## src/core/bfm_pkg.sv

```systemverilog
package bfm_pkg;
   // -------------------------------------------------
   // word and timing
   // -------------------------------------------------
   localparam int          CLK_MHZ          = 100;
   localparam int          RESP_TIMEOUT_US  = 14;
   localparam int          RESP_TIMEOUT_CYC = RESP_TIMEOUT_US * CLK_MHZ;
   localparam int          FAILSAFE_CYC     = 4000;
   localparam int          GAP_MAX_CYC      = 400;
   localparam int          RT_COUNT         = 32;
   // -------------------------------------------------
   // status word bit positions
   // -------------------------------------------------
   localparam int          SW_MSG_ERR       = 10;
   localparam int          SW_BUSY          = 3;
   localparam int          SW_SUBSYS        = 2;
   localparam int          SW_TERM          = 0;
   // -------------------------------------------------
   // configuration entry fields
   // -------------------------------------------------
   localparam int          CFG_POWER_ON     = 0;
   localparam int          CFG_ALIVE        = 1;
   localparam int          CFG_CMD_WELL     = 2;
   localparam int          CFG_TM_WELL      = 3;
   localparam int          CFG_VALID        = 4;
   localparam int          CFG_VITAL        = 5;
   localparam logic [5:0]  CFG_RESET        = 6'h1E;
   // -------------------------------------------------
   // register map
   // -------------------------------------------------
   localparam logic [7:0]  REG_STATUS       = 8'h00;
   localparam logic [7:0]  REG_CTRL         = 8'h04;
   localparam logic [7:0]  REG_LAST_SW      = 8'h08;
   localparam logic [7:0]  REG_CFG_SEL      = 8'h0C;
   localparam logic [7:0]  REG_CFG_DATA     = 8'h10;
   localparam logic [7:0]  REG_CFG_CMD      = 8'h14;
   localparam logic [7:0]  REG_REVAL_RT     = 8'h18;
   localparam int          CTRL_START       = 0;
   localparam int          CTRL_SELFTEST    = 1;
   localparam int          CTRL_BOTH_FAIL   = 2;
   localparam int          CMD_WR_POWER     = 0;
   localparam int          CMD_WR_ALIVE     = 1;
   localparam int          CMD_WR_CMDH      = 2;
   localparam int          CMD_WR_TMH       = 3;
   localparam int          CMD_WR_VALID     = 4;
   localparam int          CMD_WR_VITAL     = 5;
   localparam int          CMD_SET_INVALID  = 6;
endpackage : bfm_pkg

```

## src/core/bfm_link_if.sv

```systemverilog
`timescale 1ns/100ps
interface bfm_link_if;
   logic        cmd_valid;
   logic [4:0]  cmd_rt;
   logic        cmd_sent;
   logic        word_valid;
   logic [15:0] word_data;
   logic        word_is_status;
   logic        word_sync_ok;
   logic        word_code_ok;
   logic        word_len_ok;
   logic        word_parity;
   logic        resp_end;
   modport ctrl (output cmd_valid, output cmd_rt, output cmd_sent,
                 input word_valid, input word_data, input word_is_status,
                 input word_sync_ok, input word_code_ok, input word_len_ok,
                 input word_parity, input resp_end);
   modport term (input cmd_valid, input cmd_rt, input cmd_sent,
                 output word_valid, output word_data, output word_is_status,
                 output word_sync_ok, output word_code_ok, output word_len_ok,
                 output word_parity, output resp_end);
endinterface : bfm_link_if

```

## src/core/bfm_ctrl.sv

```systemverilog
// Function
// - bad sync, code, length or parity sets error
// - non-contiguous response words set error
// - fail-safe timer expiry sets error
// - no response in 14 us sets timeout
// - loop-back self-test failure sets flag
// - flags and status evaluated every transaction
// - terminal discards data on message error
// - terminal flags bad words, declares illegal check
// - busy only after specific controller command
// - subsystem flag reports attached subsystem health
// - terminal flag covers both bus channels
// - bus failure from own flags only
// - status bits gate telemetry confirmation
// - per-terminal configuration entry kept
// - dead/alive changed only by ground command
// - vital changed only by ground command
// - reconfiguring terminal marked invalid
// - vital terminal lost both buses: level 3
// - entries held in safeguard store; here cfg_mem is a plain register array reloaded with CFG_RESET on i_sys_rst
// - own flag with valid terminal: bus unhealthy
// - revalidate by ground or handshake release
//
// The register offsets and the plain strobed port are this design's own decisions.
`timescale 1ns/100ps
module bfm_ctrl (
   input  wire logic        i_clk,
   input  wire logic        i_sys_rst,
   bfm_link_if.ctrl         link,
   input  wire logic [7:0]  i_addr,
   input  wire logic [31:0] i_wdata,
   input  wire logic        i_wr,
   input  wire logic        i_rd,
   output logic [31:0]      o_rdata,
   input  wire logic        i_loop_ok,
   input  wire logic        i_attitude_reconfig_signal,
   output logic             o_bus_unhealthy,
   output logic             o_tm_confirm,
   output logic             o_level3_reconfig,
   output logic             o_eval
);
   typedef enum logic [2:0] {ST_IDLE, ST_SEND, ST_WAIT, ST_RECV, ST_EVAL} bfm_state_t;
   bfm_state_t  state_q;
   logic        tx_err_q, nr_err_q, lb_err_q, selftest_q;
   logic [15:0] cnt_q, fs_q;
   logic [4:0]  rt_q, sel_q, reval_rt_q;
   logic [15:0] last_sw_q;
   logic        air_s1_q, air_s2_q, air_s3_q;
   logic [5:0]  cfg_mem [bfm_pkg::RT_COUNT];
   // -------------------------------------------------
   // decode
   // -------------------------------------------------
   function automatic logic reg_hit(input logic       strobe,
                                    input logic [7:0] addr,
                                    input logic [7:0] offset);
      return strobe && addr == offset;
   endfunction : reg_hit
   wire         wr_ctrl   = reg_hit(i_wr, i_addr, bfm_pkg::REG_CTRL);
   wire         wr_sel    = reg_hit(i_wr, i_addr, bfm_pkg::REG_CFG_SEL);
   wire         wr_cmd    = reg_hit(i_wr, i_addr, bfm_pkg::REG_CFG_CMD);
   wire         wr_reval  = reg_hit(i_wr, i_addr, bfm_pkg::REG_REVAL_RT);
   wire         start     = wr_ctrl && i_wdata[bfm_pkg::CTRL_START] && state_q == ST_IDLE;
   wire         fmt_ok    = link.word_sync_ok && link.word_code_ok && link.word_len_ok;
   wire         par_ok    = ^{link.word_data, link.word_parity};
   wire         word_bad  = link.word_valid && !(fmt_ok && par_ok);
   wire         any_err   = tx_err_q | nr_err_q | lb_err_q;
   wire [5:0]   cur_cfg   = cfg_mem[rt_q];
   wire [5:0]   sel_cfg   = cfg_mem[sel_q];
   wire         air_fall  = air_s3_q & ~air_s2_q;
   wire [4:0]   ok_tm     = {last_sw_q[bfm_pkg::SW_MSG_ERR], last_sw_q[bfm_pkg::SW_BUSY],
                             last_sw_q[bfm_pkg::SW_SUBSYS], last_sw_q[bfm_pkg::SW_TERM], 1'b0};
   wire [31:0]  status_rd = {24'h00_0000, o_level3_reconfig, o_bus_unhealthy,
                             state_q == ST_IDLE, 2'b00, lb_err_q, nr_err_q, tx_err_q};
   // -------------------------------------------------
   // link drive
   // -------------------------------------------------
   assign link.cmd_valid = state_q == ST_SEND;
   assign link.cmd_rt    = rt_q;
   assign link.cmd_sent  = state_q == ST_SEND;
   // -------------------------------------------------
   // transaction sequencer
   // -------------------------------------------------
   always_ff @(posedge i_clk or posedge i_sys_rst) begin
      if (i_sys_rst) begin
         state_q    <= ST_IDLE;
         tx_err_q   <= 1'b0;
         nr_err_q   <= 1'b0;
         lb_err_q   <= 1'b0;
         selftest_q <= 1'b0;
         cnt_q      <= 16'h0000;
         fs_q       <= 16'h0000;
         rt_q       <= 5'h00;
         last_sw_q  <= 16'h0000;
      end else begin
         unique case (state_q)
            ST_IDLE: if (start) begin
               tx_err_q   <= 1'b0;
               nr_err_q   <= 1'b0;
               lb_err_q   <= 1'b0;
               last_sw_q  <= 16'h0000;
               selftest_q <= i_wdata[bfm_pkg::CTRL_SELFTEST];
               rt_q       <= i_wdata[12:8];
               fs_q       <= 16'h0000;
               state_q    <= ST_SEND;
            end
            ST_SEND: begin
               if (selftest_q && !i_loop_ok) lb_err_q <= 1'b1;
               cnt_q   <= 16'h0000;
               state_q <= ST_WAIT;
            end
            ST_WAIT: begin
               cnt_q <= cnt_q + 16'h0001;
               if (link.word_valid) begin
                  state_q <= ST_RECV;
                  if (word_bad) tx_err_q <= 1'b1;
                  if (link.word_is_status) last_sw_q <= link.word_data;
                  if (link.resp_end) state_q <= ST_EVAL;
               end else if (cnt_q >= 16'(bfm_pkg::RESP_TIMEOUT_CYC - 1)) begin
                  nr_err_q <= 1'b1;
                  state_q  <= ST_EVAL;
               end
            end
            ST_RECV: begin
               cnt_q <= link.word_valid ? 16'h0000 : cnt_q + 16'h0001;
               if (link.word_valid && word_bad) tx_err_q <= 1'b1;
               if (!link.word_valid && !link.resp_end) tx_err_q <= 1'b1;
               if (link.resp_end) state_q <= ST_EVAL;
            end
            ST_EVAL: state_q <= ST_IDLE;
            default: state_q <= ST_IDLE;
         endcase
         if (state_q == ST_WAIT || state_q == ST_RECV) begin
            fs_q <= fs_q + 16'h0001;
            if (fs_q >= 16'(bfm_pkg::FAILSAFE_CYC - 1)) begin
               tx_err_q <= 1'b1;
               state_q  <= ST_EVAL;
            end
         end
      end
   end
   // -------------------------------------------------
   // outcome evaluation
   // -------------------------------------------------
   always_ff @(posedge i_clk or posedge i_sys_rst) begin
      if (i_sys_rst) begin
         o_eval            <= 1'b0;
         o_bus_unhealthy   <= 1'b0;
         o_tm_confirm      <= 1'b0;
         o_level3_reconfig <= 1'b0;
      end else begin
         o_eval       <= state_q == ST_EVAL;
         o_tm_confirm <= state_q == ST_EVAL && !any_err && ok_tm == 5'h00;
         if (state_q == ST_EVAL && any_err && cur_cfg[bfm_pkg::CFG_VALID]) begin
            o_bus_unhealthy <= 1'b1;
         end else if (start) begin
            o_bus_unhealthy <= 1'b0;
         end
         if (wr_ctrl && i_wdata[bfm_pkg::CTRL_BOTH_FAIL] && cur_cfg[bfm_pkg::CFG_VITAL]) begin
            o_level3_reconfig <= 1'b1;
         end
      end
   end
   // -------------------------------------------------
   // configuration matrix
   // -------------------------------------------------
   always_ff @(posedge i_clk or posedge i_sys_rst) begin
      if (i_sys_rst) begin
         sel_q      <= 5'h00;
         reval_rt_q <= 5'h00;
         air_s1_q   <= 1'b0;
         air_s2_q   <= 1'b0;
         air_s3_q   <= 1'b0;
         for (int k = 0; k < bfm_pkg::RT_COUNT; k++) cfg_mem[k] <= bfm_pkg::CFG_RESET;
      end else begin
         air_s1_q <= i_attitude_reconfig_signal;
         air_s2_q <= air_s1_q;
         air_s3_q <= air_s2_q;
         if (wr_sel) sel_q <= i_wdata[4:0];
         if (wr_reval) reval_rt_q <= i_wdata[4:0];
         if (wr_cmd) begin
            // ground command writes; alive and vital only change here
            for (int b = 0; b < 6; b++)
               if (i_wdata[8 + b]) cfg_mem[sel_q][b] <= i_wdata[b];
            if (i_wdata[8 + bfm_pkg::CMD_SET_INVALID])
               cfg_mem[sel_q][bfm_pkg::CFG_VALID] <= 1'b0;
         end
         if (air_fall) cfg_mem[reval_rt_q][bfm_pkg::CFG_VALID] <= 1'b1;
      end
   end
   // -------------------------------------------------
   // read data
   // -------------------------------------------------
   always_ff @(posedge i_clk or posedge i_sys_rst) begin
      if (i_sys_rst) begin
         o_rdata <= 32'h0000_0000;
      end else if (i_rd) begin
         unique case (i_addr)
            bfm_pkg::REG_STATUS:   o_rdata <= status_rd;
            bfm_pkg::REG_LAST_SW:  o_rdata <= {16'h0000, last_sw_q};
            bfm_pkg::REG_CFG_SEL:  o_rdata <= {27'h000_0000, sel_q};
            bfm_pkg::REG_CFG_DATA: o_rdata <= {26'h000_0000, sel_cfg};
            bfm_pkg::REG_REVAL_RT: o_rdata <= {27'h000_0000, reval_rt_q};
            default:               o_rdata <= 32'h0000_0000;
         endcase
      end else begin
         o_rdata <= 32'h0000_0000;
      end
   end
endmodule : bfm_ctrl

```

## src/flat_wrapper.sv

```systemverilog
// flat-port wrapper written by rule: the top's interface ports become plain ports
module bfm_ctrl_flat 
  (i_clk, i_sys_rst, i_addr, i_wdata, i_wr, i_rd, o_rdata, i_loop_ok, i_attitude_reconfig_signal, o_bus_unhealthy, o_tm_confirm, o_level3_reconfig, o_eval, link_cmd_valid, link_cmd_rt, link_cmd_sent, link_word_valid, link_word_data, link_word_is_status, link_word_sync_ok, link_word_code_ok, link_word_len_ok, link_word_parity, link_resp_end);
  bfm_link_if link_i ();
  input  wire logic i_clk;
  input  wire logic i_sys_rst;
  input  wire logic [7:0] i_addr;
  input  wire logic [31:0] i_wdata;
  input  wire logic i_wr;
  input  wire logic i_rd;
  output logic [31:0] o_rdata;
  input  wire logic i_loop_ok;
  input  wire logic i_attitude_reconfig_signal;
  output logic o_bus_unhealthy;
  output logic o_tm_confirm;
  output logic o_level3_reconfig;
  output logic o_eval;
  output wire logic [$bits(link_i.cmd_valid)-1:0] link_cmd_valid;
  output wire logic [$bits(link_i.cmd_rt)-1:0] link_cmd_rt;
  output wire logic [$bits(link_i.cmd_sent)-1:0] link_cmd_sent;
  input wire logic [$bits(link_i.word_valid)-1:0] link_word_valid;
  input wire logic [$bits(link_i.word_data)-1:0] link_word_data;
  input wire logic [$bits(link_i.word_is_status)-1:0] link_word_is_status;
  input wire logic [$bits(link_i.word_sync_ok)-1:0] link_word_sync_ok;
  input wire logic [$bits(link_i.word_code_ok)-1:0] link_word_code_ok;
  input wire logic [$bits(link_i.word_len_ok)-1:0] link_word_len_ok;
  input wire logic [$bits(link_i.word_parity)-1:0] link_word_parity;
  input wire logic [$bits(link_i.resp_end)-1:0] link_resp_end;
  assign link_cmd_valid = link_i.cmd_valid;
  assign link_cmd_rt = link_i.cmd_rt;
  assign link_cmd_sent = link_i.cmd_sent;
  assign link_i.word_valid = link_word_valid;
  assign link_i.word_data = link_word_data;
  assign link_i.word_is_status = link_word_is_status;
  assign link_i.word_sync_ok = link_word_sync_ok;
  assign link_i.word_code_ok = link_word_code_ok;
  assign link_i.word_len_ok = link_word_len_ok;
  assign link_i.word_parity = link_word_parity;
  assign link_i.resp_end = link_resp_end;
  bfm_ctrl u_core (.i_clk(i_clk), .i_sys_rst(i_sys_rst), .link(link_i), .i_addr(i_addr), .i_wdata(i_wdata), .i_wr(i_wr), .i_rd(i_rd), .o_rdata(o_rdata), .i_loop_ok(i_loop_ok), .i_attitude_reconfig_signal(i_attitude_reconfig_signal), .o_bus_unhealthy(o_bus_unhealthy), .o_tm_confirm(o_tm_confirm), .o_level3_reconfig(o_level3_reconfig), .o_eval(o_eval));
endmodule
```

## config.mk

```make
export PLATFORM = sky130hd
export DESIGN_NAME = bfm_ctrl_flat
export DESIGN_NICKNAME = d
export VERILOG_FILES = /design/src/core/bfm_pkg.sv /design/src/core/bfm_link_if.sv /design/src/core/bfm_ctrl.sv /design/src/flat_wrapper.sv
export SDC_FILE = /design/constraint.sdc
export NUM_CORES = 1
export LEC_CHECK = 0
export BUFFER_PORTS_ARGS = -buffer_cell sky130_fd_sc_hd__buf_2
export CORE_MARGIN = 2
export CORE_UTILIZATION = 39
export DETAILED_ROUTE_END_ITERATION = 8
export PLACE_DENSITY = 0.58
export SLEW_MARGIN = 15
export SYNTH_ARGS = -nofsm -noshare
export SYNTH_HDL_FRONTEND = slang
export SYNTH_SLANG_ARGS = --single-unit
```

## constraint.sdc

```tcl
create_clock -name i_clk -period 14.7 [get_ports i_clk]
set_clock_uncertainty 0.05 [all_clocks]
set_input_delay 1.47 -clock i_clk [delete_from_list [all_inputs] [get_ports i_clk]]
set_output_delay 1.47 -clock i_clk [all_outputs]
set_load 0.02 [all_outputs]
```

# Word level (Yosys, flattened, before mapping)
# Cells that the tools add are included.
[word_totals]
n_memories = 0
latchBits = 0
in_bits = 69
ff_bits = 285
ramBits = 0
rom_bits = 0
[op_classes]
n_mux = 74
n_addsub = 2
order_cmp = 7
n_div = 0
n_reduce_logical = 42
n_bitwise = 10
n_eq_ne = 16
multipliers = 0
shifts = 0
[ops]
columns = ["op", "count"]
rows = [
  ["192-bit two-way mux", 15],
  ["192-bit bitwise mux", 6],
  ["6-bit demux with 5-bit select", 7],
  ["192-bit bitwise AND", 1],
  ["192-bit NOT", 1],
  ["192-bit bitwise OR", 1],
  ["16-bit two-way mux", 7],
  ["16-bit case mux with 5 select lines", 1],
  ["6-bit binary-select mux with 5-bit select", 2],
  ["16-bit case mux with 3 select lines", 1],
  ["16-bit by 1-bit adder with 16-bit output (second input constant)", 2],
  ["16-bit case mux with 2 select lines", 1],
  ["6-bit two-way mux", 5],
  ["8-bit by 5-bit == test with 1-bit output (second input constant)", 3],
  ["3-bit two-way mux", 8],
  ["1-bit logical AND", 21],
  ["6-bit >= comparator (second input constant)", 3],
  ["5-bit NOT with 6-bit output", 3],
  ["17-bit XOR reduction", 1],
  ["8-bit by 4-bit == test with 1-bit output (second input constant)", 2],
  ["16-bit by 11-bit >= comparator with 1-bit output (second input constant)", 1],
  ["16-bit by 12-bit >= comparator with 1-bit output (second input constant)", 1],
  ["1-bit two-way mux", 13],
  ["6-bit by 1-bit less-than comparator with 1-bit output (second input constant)", 2],
  ["other kinds (25)", 43],
]

# Depth between registers and ports, before layout
# Gate-level depths: netlist of the first run.
[logic_depth]
word_depth = 28
mapped_depth = 9
depth_no_buf = 7

# Worst setup path after synthesis of the first run
# Ideal clock, no wire load.
[synth_path]
path_kind = "flip-flop to output port"
start = "register u_core.state_q[0]"
end = "output link_cmd_valid"
setup_slack_ps = 11601
path_buffers = 2
stages_incl_launch_ff = 4
arrival_time_ps = 1579
path_cell_list = "dfrtp_1 > clkbuf_1 > nor3b_1 > buf_4"
[synth_via]
elab_chain_len = 1
[synth_rtl]
columns = ["element", "line", "text"]
rows = [
  ["start, declared", "bfm_ctrl.sv:43", "bfm_state_t state_q;"],
  ["start signal, assigned", "bfm_ctrl.sv:85", "state_q <= ST_IDLE;"],
  ["start signal, assigned", "bfm_ctrl.sv:104", "state_q <= ST_SEND;"],
  ["start signal, assigned", "bfm_ctrl.sv:109", "state_q <= ST_WAIT;"],
  ["3-bit by 1-bit == test with 1-bit output", "-", ""],
  ["end, declared", "flat_wrapper.sv:18", "output wire logic [$bits(link_i.cmd_valid)-1:0] link_cmd_valid;"],
]
# No other way between the ends.

==> flow_summary_export.csv, run 1 <==
group,metric,value,unit
die,die_w,198.3,um
logic_synthesis,synthTopCellsByCount,"223 x nor2_1, 164 x mux2_2, 157 x dfrtp_1",
route,vias_per_cell,5.640,
global_routing,antenna_found_initial,1,
place,hpwl,25540,um
route,routed_wl,40780,um
clocking,post_cts_buffers,0,
worst_setup_path,worstPathRequired,15050,ps
worst_setup_path,crit_chain,"buf_2 -> nor3b_1 -> and4_1 -> nand2_1 -> nor2_1 -> mux2_2",
clocking,cts_sinks,285,
global_routing,grt_max_degree,138,
pwr,power_density,107.0,nW/um^2
worst_setup_path,ff2ff_setup_slack,11570,ps
worst_setup_path,worstSetupStartpointType,"input port",
clocking,clk_pin_slew,60,ps
layout,fin_nets,1412,
die,ioPinCount,112,
worst_setup_path,critical_path_depth,6,
timing,worst_slew_pin_slew,1211,ps
clocking,ctsResizeCount,0,
flow_run,drv_cap,0,
timing,finalCriticalPeriod,3726,ps
route,final_antenna_net_count,0,
hold_path,hold_path_class,"reg -> reg",
logic_synthesis,synth.area.top_cells,"dfrtp_1 27%, dfstp_2 23%, mux2_2 13%",
clocking,cts-htree-levels,2,
worst_setup_path,path_buf_inv,1,
route,vias,10592,
logic_synthesis,syn_area,14730,sq um
route,drt_iter0_drc,798,
pwr,ir_drop,0.06641,mV
status,status,"complete, no violations",
die,die-area,39330,sq um
logic_synthesis,synthCells,1303,
timing,hold_viol,0,
logic_synthesis,avgSynthCellArea,11.30,sq um
clocking,cts-hold-fix-buffers,0,
logic_synthesis,ys_ff_latch,285,
die,initial_utilization,0.3938,
logic_synthesis,yosysSeqAreaShare,0.4952,
layout,multi_input_area,6975,sq um
worst_setup_path,cp_data_arrival_time,4080,ps
die,chipHeight,198.3,um
timing,setup_viol,0,
route,firstDrtPassIters,6,
route,wl_per_cell,21.71,um
clocking,clk-insertion-delay-late,520,ps
layout,fin_util,0.4423,
logic_synthesis,synthDistinctLibCells,60,
worst_setup_path,slowest_delay,750,ps
global_routing,grt_overflow,0,
layout,drive_above_1_share,0.3704,
hold_path,hold_path.startpoint,"u_core.air_s1_q",
hold_path,min_to,"u_core.air_s2_q",
timing,finalCritPeriodShare,0.2535,
hold_path,whs_path_depth,0,
global_routing,grt_pass1_vias,10500,
logic_synthesis,ys_dominant_reg_cell,"dfrtp_1",
place,gp_congestion,0.8044,
logic_synthesis,synth_area_leader_cell,"dfrtp_1",
logic_synthesis,synth_most_common_cell,"nor2_1",
worst_setup_path,r2r_cells,6,
worst_setup_path,cp_max_fo,32,
layout,fillers,3474,
clocking,cts_root_buffer,"clkbuf_16",
route,drc,0,
worst_setup_path,crit_type,"in -> reg",
timing,slew_headroom,0.1910,
worst_setup_path,cp-end-kind,"flop",
timing,report.final.slew_viol_count,0,
logic_synthesis,yosys_warnings,0,
logic_synthesis,synth_edf_count,0,
timing,rsz0062_at_grt,"false",
worst_setup_path,r2r_start,"u_core.sel_q[0]",
worst_setup_path,cp_slowest_cell,"nand2_1",
place,io_buffers,76,
clocking,cts_tree,"yes",
logic_synthesis,async_reset_ff_frac,1.000,
timing,fmax,268.4,MHz
die,core_area,37400,sq um
layout,seqCellArea,7297,sq um
layout,area_growth,12.33,%
worst_setup_path,r2r_end,"u_core.o_rdata[0]",
clocking,cts_buffer_depth,3,
logic_synthesis,synth_top_cell_area_share,0.2668,
global_routing,grt_pass1_wl,62500,um
global_routing,grt_usage,0.2091,
clocking,numCtsBuffers,34,
die,placementRows,71,
worst_setup_path,crit_family,"simple AND/OR/NAND/NOR gates",
timing,setup_tns,0,ps
pwr,leakage,6.714,nW
## cell families after synthesis
group / after synthesis / synth area share
AND/OR/NAND/NOR: 455 / 0.1348
flip-flops: 285 / 0.4952
multiplexers: 252 / 0.2448
AO/OA/AOI/OAI: 185 / 0.07646
buffers and inverters: 106 / 0.03585
XOR/XNOR: 17 / 0.01105
adder cells (fa/ha/maj): 2 / 0.001699
other: 1 / 0.0002546
## routing by layer
metal	part of all wire	wire [um]	global-route usage	vias up
met3	0.070	2859	0.04412	99
met4	0.039	1576	0.08020	0
met5	0	0	0	-
li1	-	-	-	4723
met1	0.43	17430	0.2847	5426
met2	0.46	18920	0.3280	344
## through the flow
| stage | hold WS [ps] | cell area (sq um) | power [W] | setup WS (ps) | instances |
|---|---|---|---|---|---|
| floorplan | 281.2 | 14780 | 0.0008846 | 5528 | 1318 |
| global placement | 285.3 | 15400 | 0.0009178 | 10540 | 1816 |
| detailed placement | 286.2 | 15400 | 0.0009189 | 10480 | 1816 |
| CTS | 300.2 | 16540 | 0.001783 | 11020 | 1877 |
| global route | 305.1 | 16540 | 0.001827 | 10810 | 1878 |
| finish | 299.5 | 16540 | 0.001771 | 10970 | 1878 |
## how the worst max path moves through the flow
stage | from | to | slack [ps]
final | i_addr[1] | flop | 10970
after global routing | i_addr[1] | flop | 10810
after CTS | i_addr[1] | flop | 11020
after detailed placement | i_addr[1] | flop | 10480
after global placement | i_addr[1] | flop | 10540
after floorplan | i_sys_rst | async pin | 5530
## worst register-to-register path, stage by stage (launching register included)
cell,delay [ps]
dfrtp_4,610
buf_4,710
mux4_2,650
a22oi_1,430
nand4_1,320
nand2_1,150
a31oi_1,70
## power by group
group | leakage [nW] | internal (W) | total [W] | switching, W
Clock | 0.556 | 0.000525 | 0.000865 | 0.000340
Sequential | 3.42 | 0.000795 | 0.000807 | 0.0000122
Combinational | 2.74 | 0.0000312 | 0.0000990 | 0.0000678
## cell usage in the layout, fill, tap and decap left out, types with 6 or more instances in the layout
cell type	count
nor2_1	223
mux2_2	164
dfrtp_1	155
nand2_1	131
dfstp_2	128
o21ai_0	81
buf_2	76
mux4_2	61
clkbuf_16	35
o22ai_1	32
a22oi_1	27
nand3_1	20
and3_1	19
conb_1	16
nand4_1	13
mux2_1	13
xnor2_1	13
buf_4	11
a21oi_1	9
clkbuf_1	9
mux2i_1	8
nor3_1	7
a31oi_1	7
o31ai_1	6
mux4_1	6
clkinv_2	6
## area by class of cell
cell class                 instances  area share
sequential                       285      0.4411
inverter                           6    0.001815
clock inverter                    14     0.01112
tap                              511     0.03865
multi-input combinational        927      0.4217
antenna                            1   0.0001513
timing repair buffer              87     0.02799
clock buffer                      47     0.05748
Note: power is estimated with default switching activity, not from simulation.
==> inputs of run 2 (changes only) <==
- clock period: 14.7 -> 3.8 ns (I/O delays scaled with it)
==> flow_summary_export.csv, run 2 (same netlist as run 1, synthesis figures left out) <==
group,metric,value,unit
place,io_buffers,76,
clocking,numCtsBuffers,34,
global_routing,grt_max_degree,74,
timing,hold_viol,0,
die,chipHeight,198.3,um
route,vias_per_cell,5.553,
hold_path,min_to,"u_core.link.cmd_rt[0]",
die,placementRows,71,
clocking,cts-hold-fix-buffers,2,
worst_setup_path,ff2ff_setup_slack,1070,ps
route,final_antenna_net_count,0,
clocking,cts_buffer_depth,3,
worst_setup_path,cp_data_arrival_time,3080,ps
route,vias,10561,
clocking,post_cts_buffers,0,
pwr,power_density,397.1,nW/um^2
worst_setup_path,crit_family,"simple AND/OR/NAND/NOR gates",
global_routing,antenna_found_initial,0,
die,initial_utilization,0.3938,
timing,setup_viol,0,
die,ioPinCount,112,
pwr,ir_drop,0.2798,mV
layout,fillers,3451,
layout,final_common_cell,"nor2_1",
worst_setup_path,crit_type,"reg -> reg",
die,die-area,39330,sq um
hold_path,hold_path_class,"in -> reg",
flow_run,drv_cap,0,
timing,slew_headroom,0.3413,
place,hpwl,26780,um
hold_path,hold_path.startpoint,"i_wdata[8]",
layout,area_growth,13.31,%
timing,timing.final.ws_setup,1071,ps
worst_setup_path,path_buf_inv,0,
status,status,"complete, no violations",
worst_setup_path,cp_slowest_cell,"dfrtp_4",
timing,finalCriticalPeriod,2729,ps
worst_setup_path,slowest_delay,930,ps
place,placed_area,15610,sq um
timing,worst_slew_pin_slew,984.4,ps
global_routing,grt_overflow,0,
timing,finalCritPeriodShare,0.7181,
layout,fin_util,0.4462,
clocking,cts-htree-levels,2,
route,routed_wl,40820,um
place,dp_slack,1089,ps
layout,finish.instance_area,16690,sq um
clocking,cts_sinks,285,
timing,fmax,366.4,MHz
layout,diodes,0,
global_routing,grt_usage,0.2103,
global_routing,grt_pass1_vias,10328,
clocking,ctsResizeCount,0,
route,drc,0,
global_routing,grt_pass1_wl,63020,um
worst_setup_path,cp-end-kind,"flop",
timing,hold_ws,75.89,ps
clocking,cts_root_buffer,"clkbuf_16",
worst_setup_path,crit_chain,"nor2b_1 -> nand2_1 -> nor2_1 -> mux2_2",
die,core_area,37400,sq um
layout,fin_nets,1436,
clocking,clk-insertion-delay-late,530,ps
route,firstDrtPassIters,5,
worst_setup_path,r2r_start,"u_core.sel_q[0]",
route,wl_per_cell,21.46,um
timing,rsz0062_at_grt,"false",
clocking,clk_pin_slew,60,ps
layout,drive_above_1_share,0.3767,
worst_setup_path,worstSetupStartpointType,"flop",
clocking,cts_tree,"yes",
pwr,leakage,6.797,nW
layout,final_cell_mix,"223 x nor2_1, 164 x mux2_2, 155 x dfrtp_1",
worst_setup_path,cp_max_fo,36,
route,drt_iter0_drc,774,
worst_setup_path,r2r_cells,4,
timing,report.final.slew_viol_count,0,
timing,setup_tns,0,ps
hold_path,whs_path_depth,2,
worst_setup_path,worstPathRequired,4150,ps
die,die_w,198.3,um
place,gp_congestion,0.8377,
## run 2: cell types whose count changed in the layout (fill, tap and decap cells not counted), moves of 2 or more
cell           previous run  this run
buf_4                    11        29
buf_12                    0         4
bufinv_16                 4         0
clkbuf_1                  9        13
clkbuf_8                  3         6
clkinv_2                  6         3
dlygate4sd3_1             0         2
## run 2: final cells by class
type / instances / area [sq um] / share of cell area
inverters: 6 / 26.28 / 0.001575
flip-flops and latches: 285 / 7297 / 0.4373
well taps: 511 / 639.4 / 0.03831
clock buffers: 53 / 982.2 / 0.05886
clock inverters: 9 / 71.32 / 0.004274
repair buffers: 111 / 698.2 / 0.04184
multi-input cells: 927 / 6973 / 0.4179
## run 2: worst max path at each step
stage,startpoint,endpoint,slack [ps],depth (start not counted)
global route,u_core.sel_q[0],flop,890,4
floorplan,i_sys_rst,async pin,-300,1
global placement,u_core.sel_q[0],u_core.o_rdata[1],1090,6
finish,u_core.sel_q[0],flop,1070,4
CTS,u_core.sel_q[0],u_core.o_rdata[1],1050,6
detailed placement,u_core.sel_q[0],u_core.o_rdata[1],1090,6
## run 2: worst reg2reg max path: stages (launching register included)
cell	delay (ps)
dfrtp_4	930
nor2b_1	540
nand2_1	510
nor2_1	250
mux2_2	350
## run 2: routing by layer
metal,part of all wire,track usage,vias up,wire length [um]
met5,0,0,-,0
met4,0.024,0.05848,0,979
met3,0.064,0.03355,72,2621
met2,0.47,0.3375,341,19330
met1,0.44,0.2956,5370,17890
li1,-,-,4778,-
## run 2: where the power goes
part           total [W]  internal, W  switching (W)  leakage [nW]
logic           0.000388     0.000136       0.000252          2.86
registers        0.00314      0.00308      0.0000611          3.42
clock network    0.00310      0.00179        0.00131         0.514
total            0.00663      0.00500        0.00162          6.80
## run 2: through the flow
step                      std cells  power, W
after floorplan                1318  0.003424
after global placement         1838  0.003572
after detailed placement       1838  0.003575
after CTS                      1902  0.006693
after global routing           1902  0.006859
final                          1902  0.006627
